`src/design/gpio_qual_regs.vh`:
```
// Constants for the input qualifier and idle wake timing block
`ifndef GPIO_QUAL_REGS_VH
`define GPIO_QUAL_REGS_VH
`define GROUP_PINS 8
`define PERIOD_DIV_MAX 8'hFF
`define SAMPLES_SHORT 3
`define SAMPLES_LONG 6
`define WINDOW_SHORT 2
`define WINDOW_LONG 5
`define RESUME_FAST_CYCLES 20
`define RESUME_SLOW_CYCLES 1050
`define STANDBY_QUAL_WIDTH 6
`define SYNC_MIN_CYCLES 2
`endif

```
`src/design/pin_qualifier.v`:
```
// One pin input qualifier: sample history and level decision
`include "gpio_qual_regs.vh"
module pin_qualifier (
	// Clock and reset
	input wire clock,
	input wire reset,
	// Sampling
	input wire sample_tick,
	input wire six_samples,
	input wire pin_in,
	// Result
	output reg pin_qualified
);
	reg [`SAMPLES_LONG-1:0] history;
	wire [`SAMPLES_LONG-1:0] next_history;
	wire all_high;
	wire all_low;
	assign next_history = {history[`SAMPLES_LONG-2:0], pin_in};
	// Window is three or six newest samples
	assign all_high = six_samples ? (&next_history) :
		(&next_history[`SAMPLES_SHORT-1:0]);
	assign all_low = six_samples ? ~(|next_history) :
		~(|next_history[`SAMPLES_SHORT-1:0]);
	always @(posedge clock) begin
		if (reset) begin
			history <= {`SAMPLES_LONG{1'b0}};
			pin_qualified <= 1'b0;
		end else if (sample_tick) begin
			history <= next_history;
			// Glitches leave the output untouched
			if (all_high && !pin_qualified)
				pin_qualified <= 1'b1;
			else if (all_low && pin_qualified)
				pin_qualified <= 1'b0;
		end
	end
endmodule // pin_qualifier

```
`src/design/gpio_input_qualifier_wake.v`:
```
// Group input qualifier with idle-mode wake and resume timing
`include "gpio_qual_regs.vh"
module gpio_input_qualifier_wake #(
	parameter GROUPS = 2,
	parameter RESUME_SLOW = `RESUME_SLOW_CYCLES
) (
	// Clock and reset
	input wire clock,
	input wire reset,
	// Pins and qualifier configuration
	input wire [GROUPS*`GROUP_PINS-1:0] gpio_in,
	input wire [GROUPS*8-1:0] sample_period_divider,
	input wire [GROUPS*`GROUP_PINS-1:0] qual_sample_select_reg,
	// Low-power control
	input wire [`STANDBY_QUAL_WIDTH-1:0] standby_qual_count,
	input wire idle_enter,
	input wire flash_sleeping,
	// Wake sources
	input wire [GROUPS*`GROUP_PINS-1:0] wake_pin_enable,
	input wire interrupt_pending,
	input wire watchdog_interrupt,
	input wire external_nmi_pin,
	input wire external_reset_pin_n,
	// Results
	output reg [GROUPS*`GROUP_PINS-1:0] gpio_qualified,
	output reg [GROUPS-1:0] sample_strobe,
	output reg idle_active,
	output reg resume_pulse,
	output reg [`STANDBY_QUAL_WIDTH-1:0] standby_qual_out
);
	localparam NPINS = GROUPS*`GROUP_PINS;
	localparam ST_RUN = 2'd0;
	localparam ST_IDLE = 2'd1;
	localparam ST_RESUME = 2'd2;
	localparam [10:0] FAST = `RESUME_FAST_CYCLES;
	localparam [10:0] SLOW = RESUME_SLOW;

	wire [NPINS-1:0] qual_raw;
	reg [1:0] state;
	reg [1:0] next_state;
	reg [10:0] resume_count;
	reg [10:0] next_resume_count;
	reg wake_any;
	reg [NPINS-1:0] qual_prev;
	integer k;

	// Terminal count for a divider: 0 means every cycle, else 2n-1 (a period of 2n cycles)
	function [8:0] period_last;
		input [7:0] div;
		begin
			if (div == 8'h00)
				period_last = 9'h000;
			else
				period_last = {div, 1'b0} - 9'h001;
		end
	endfunction

	genvar g;
	genvar p;
	generate
		for (g = 0; g < GROUPS; g = g + 1) begin : grp
			reg [8:0] div_count;
			wire [7:0] div_value;
			assign div_value = sample_period_divider[g*8 +: 8];
			// Shared sampling divider per eight-pin group
			always @(posedge clock) begin
				if (reset) begin
					div_count <= 9'h000;
					sample_strobe[g] <= 1'b0;
				end else if (div_count >= period_last(div_value)) begin
					div_count <= 9'h000;
					sample_strobe[g] <= 1'b1;
				end else begin
					div_count <= div_count + 9'h001;
					sample_strobe[g] <= 1'b0;
				end
			end
			for (p = 0; p < `GROUP_PINS; p = p + 1) begin : pin
				pin_qualifier u_qual (
					.clock(clock),
					.reset(reset),
					.sample_tick(div_count >= period_last(div_value)),
					.six_samples(qual_sample_select_reg[g*`GROUP_PINS+p]),
					.pin_in(gpio_in[g*`GROUP_PINS+p]),
					.pin_qualified(qual_raw[g*`GROUP_PINS+p])
				);
			end
		end
	endgenerate

	// Registered copies of qualified levels
	always @(posedge clock) begin
		if (reset) begin
			gpio_qualified <= {NPINS{1'b0}};
			qual_prev <= {NPINS{1'b0}};
			standby_qual_out <= {`STANDBY_QUAL_WIDTH{1'b0}};
		end else begin
			gpio_qualified <= qual_raw;
			qual_prev <= gpio_qualified;
			standby_qual_out <= standby_qual_count;
		end
	end

	// Wake event: qualified edge on a wake-enabled pin or any listed source
	always @* begin
		wake_any = interrupt_pending | watchdog_interrupt |
			external_nmi_pin | ~external_reset_pin_n;
		for (k = 0; k < NPINS; k = k + 1)
			if (wake_pin_enable[k] && gpio_qualified[k] != qual_prev[k])
				wake_any = 1'b1;
	end

	// Idle / resume sequencing
	always @* begin
		next_state = state;
		next_resume_count = resume_count;
		case (state)
			ST_RUN: begin
				if (idle_enter)
					next_state = ST_IDLE;
			end
			ST_IDLE: begin
				if (wake_any) begin
					next_state = ST_RESUME;
					// Qualifier delay is already spent before wake_any
					next_resume_count = (flash_sleeping ? SLOW : FAST)
						- 11'd2;
				end
			end
			ST_RESUME: begin
				if (resume_count == 11'd0)
					next_state = ST_RUN;
				else
					next_resume_count = resume_count - 11'd1;
			end
			default: next_state = ST_RUN;
		endcase
	end

	always @(posedge clock) begin
		if (reset) begin
			state <= ST_RUN;
			resume_count <= 11'd0;
			idle_active <= 1'b0;
			resume_pulse <= 1'b0;
		end else begin
			state <= next_state;
			resume_count <= next_resume_count;
			idle_active <= (next_state != ST_RUN);
			resume_pulse <= (state == ST_RESUME) &&
				(next_state == ST_RUN);
		end
	end
endmodule // gpio_input_qualifier_wake

```
`config.mk`:
```
export PLATFORM = sky130hd
export DESIGN_NAME = gpio_input_qualifier_wake
export DESIGN_NICKNAME = d
export VERILOG_FILES = /design/src/design/pin_qualifier.v /design/src/design/gpio_input_qualifier_wake.v
export VERILOG_INCLUDE_DIRS = /design/src /design/src/design
export SDC_FILE = /design/constraint.sdc
export NUM_CORES = 1
export LEC_CHECK = 0
export BUFFER_PORTS_ARGS = -buffer_cell sky130_fd_sc_hd__buf_4
export CORE_MARGIN = 2
export CORE_UTILIZATION = 60
export DETAILED_ROUTE_END_ITERATION = 10
export HOLD_SLACK_MARGIN = 0.08
export PLACE_DENSITY = 0.83
export SETUP_SLACK_MARGIN = 0.3
export SLEW_MARGIN = 20
export SYNTH_ARGS = -nofsm -noshare
export SYNTH_HDL_FRONTEND = slang
export SYNTH_SLANG_ARGS = --single-unit
```
`constraint.sdc`:
```
create_clock -name clock -period 8.58 [get_ports clock]
set_input_delay 0.858 -clock clock [delete_from_list [all_inputs] [get_ports clock]]
set_output_delay 0.858 -clock clock [all_outputs]
set_load 0.02 [all_outputs]
```
==> impl_metrics.json <==
{
  "outcome": "finished clean",
  "clkPwrFrac_pct": 47.6,
  "relSlewSlack_pct": 30.89,
  "antenna_cells": 0,
  "crit_type": "primary input to register",
  "drtAntennaViolNets": 0,
  "cp_num_buf_inv": 3,
  "synth_cell_types": 51,
  "first_pass_iters": 5,
  "cp-end-kind": "register",
  "yosysTopAreaCell": "dfxtp_1",
  "rows": 41,
  "yosysWarnings": 0,
  "holdCritPathClass": "register to register",
  "tightest_slew_ns": 1.037,
  "fin_crit_sh_pct": 49.44,
  "routed_wl_um": 17490,
  "maxCapViolations": 0,
  "ys_seq_elements": 169,
  "grt_util_all_layers_pct": 25.67,
  "post-place-ws_ns": 4.078,
  "remaining_drc_errors": 0,
  "grt_pass1_vias": 6289,
  "cp_top_family": "compound AO/OA/AOI/OAI gates",
  "htreeDepth": 4,
  "timing_hold_violations_final": 0,
  "max_freq_mhz": 235.7,
  "power.leakage_nw": 3.827,
  "grt-ovfl-total": 0,
  "vias": 6146,
  "yosysSeqAreaShare_pct": 43.43,
  "intPower_mw": 1.400,
  "crit_chain": "buf_4 -> inv_1 -> ha_1 -> nor2b_1 -> nand3b_1 -> or3_1 -> nand2_1 -> ha_1 -> a21o_1 -> a21o_1 -> a21oi_1 -> o21ai_2 -> a21oi_1 -> buf_4 -> mux2i_1",
  "synthCells": 801,
  "setup_slack_ns": 4.338,
  "cts_buffers": 17,
  "grt_antenna_before_repair": 0,
  "insertion_delay_ns": 0.43,
  "netSwitchingPower_uw": 367.2,
  "cts_resized": 0,
  "routed_via_density": 5.739,
  "io_buffers": 103,
  "fin_worst_skew_ns": 0.007251,
  "p_per_area_nw_per_um2": 190.3,
  "clk_pin_slew_ns": 0.06,
  "crit_slowest_cell": "a21oi_1",
  "synthToLayoutAreaGrowth_pct": 19.18,
  "cts.path.max_buffers": 2,
  "dieArea_um2": 13910,
  "yosysTopAreaCellShare_pct": 43.43,
  "crit_fanout": 10,
  "cts_root_buf": "clkbuf_16",
  "nFillCells": 881,
  "finalSetupViolCount": 0,
  "wl_per_cell_um": 16.33,
  "coreArea_um2": 12670,
  "drive_gt1_share_pct": 18.58,
  "cts_tree": "done",
  "syn_area_um2": 7790,
  "avgSynthCellArea_um2": 9.725,
  "critPathMaxStageDelay_ns": 0.65,
  "fin_util_pct": 73.27,
  "drv_slew": 0,
  "dp_hpwl_um": 12100,
  "seqPwrFrac_pct": 45.4,
  "synth_area_leaders": "dfxtp_1 (43%), mux2i_1 (11%), nand2b_1 (8.2%)",
  "synth_nets": 902,
  "first_iter_violations": 516,
  "grt_max_degree": 99,
  "critPathRequiredTime_ns": 8.91,
  "worstSetupStartpointType": "primary input",
  "io_pins": 104,
  "totalNegativeSetupSlack_ns": 0,
  "postCtsSetupBuffers": 0,
  "arrival_ns": 4.58,
  "gp_congestion": 0.8554,
  "min_period_ns": 4.242,
  "combPwrFrac_pct": 6.9,
  "rsz0062_at_grt": "no",
  "die_x_um": 117.9,
  "initial_core_util_pct": 61.48,
  "postCtsHoldBufs": 0,
  "swShare_pct": 20.78,
  "die_h_um": 117.9,
  "grt_pass1_wl_um": 29090,
  "clock_sinks": 169,
  "vdd_ir_drop_max_mv": 0.2095,
  "finalNetCount": 988
}
[synth_stat cells (all sizes together)]
cell type / count
nand2: 19
a2111oi: 1
a41o: 1
a221oi: 16
nand2b: 102
xnor2: 9
nor3b: 4
nand3b: 2
a22oi: 7
xor2: 34
ha: 23
dfxtp: 169
a221o: 1
o21a: 1
clkbuf: 22
o32ai: 1
o21ai: 4
o31ai: 2
nand4: 3
nor2: 19
a41oi: 1
and3b: 1
o31a: 1
inv: 8
nor3: 24
and3: 4
nor2b: 47
or3: 19
or4: 1
a21oi: 60
a21o: 7
nand3: 62
or4b: 16
o21bai: 1
and2: 3
o41ai: 1
or3b: 1
buf: 16
and2b: 1
nor4b: 1
mux2i: 84
nor4: 2
[metrics by stage]
stage / cell area, um2 / cells / power [mW] / hold slack [ns]
final: 9284 / 1071 / 1.767 / 0.4769
after CTS: 9271 / 1071 / 1.773 / 0.4777
after global placement: 8618 / 1040 / 0.9332 / 0.4698
after detailed placement: 8618 / 1040 / 0.9388 / 0.4701
after global routing: 9284 / 1071 / 1.821 / 0.4990
after floorplan: 7790 / 801 / 0.8884 / 0.4528
[cell type report]
cell class | instances | area, um2 | area share [%]
clock inverters | 8 | 165.2 | 1.779
multi-input cells | 586 | 4214 | 45.39
flip-flops and latches | 169 | 3383 | 36.44
inverters | 8 | 30.03 | 0.3235
repair buffers | 105 | 788.3 | 8.491
clock buffers | 23 | 488.0 | 5.256
well taps | 172 | 215.2 | 2.318
[metal layers]
metal	routed length (um)	GRT usage (%)	up-vias
met5	0	0	-
met4	472	11.82	0
li1	-	-	2999
met3	859	5.281	41
met2	8737	44.33	174
met1	7423	30.64	2932
[final timing paths]
check	cells after the start	end	from	slack [ns]
setup / recovery	15	grp[1].pin[7].u_qual.history[4]$_SDFFE_PP0P_	sample_period_divider[8]	4.34
hold / removal	1	gpio_qualified[6]$_SDFF_PP0_	grp[0].pin[6].u_qual.pin_qualified$_SDFFE_PP0P_	0.48
setup reg to reg	9	grp[1].pin[7].u_qual.history[4]$_SDFFE_PP0P_	grp[1].div_count[0]$_SDFF_PP0_	5.71
hold reg to reg	1	gpio_qualified[6]$_SDFF_PP0_	grp[0].pin[6].u_qual.pin_qualified$_SDFFE_PP0P_	0.48
[power groups by stage]
stage | clock network (mW) | logic [mW] | registers [mW]
floorplan | 0 | 0.0682 | 0.820
global placement | 0 | 0.115 | 0.819
detailed placement | 0 | 0.119 | 0.820
CTS | 0.849 | 0.121 | 0.803
global route | 0.884 | 0.134 | 0.804
finish | 0.842 | 0.122 | 0.803
[kinds of logic (layout without fill, tap and decap cells)]
kind of cell / count (synthesis) / in the layout / synth area share (%)
and+or+nand+nor: 331 / 331 / 25.15
adders and majority gates: 23 / 23 / 3.694
AOI/OAI and AO/OA: 105 / 105 / 9.428
DFF: 169 / 169 / 43.43
buffers and inverters: 46 / 144 / 2.666
xor gates and xnor gates: 43 / 43 / 4.835
muxes: 84 / 84 / 10.79
[registers in the layout, indices dropped and copies added (netlist names)]
name                          cells
resume_pulse                      1
standby_qual_out                  6
sample_strobe                     2
state                             2
grp.pin.u_qual.history           80
idle_active                       1
gpio_qualified                   16
resume_count                     11
qual_prev                        16
grp.pin.u_qual.pin_qualified     16
grp.div_count                    18
[placed cells by master (no fill, tap or decap), drive strengths merged, types with 19 or more instances in the layout]
master  count
mux2i      84
nand3      62
or3        19
a21oi      60
nand2b    102
nor2       19
nand2      19
dfxtp     169
nor2b      47
clkbuf     23
buf       105
ha         23
xor2       34
nor3       24
Power figures use the tool's default switching activity.
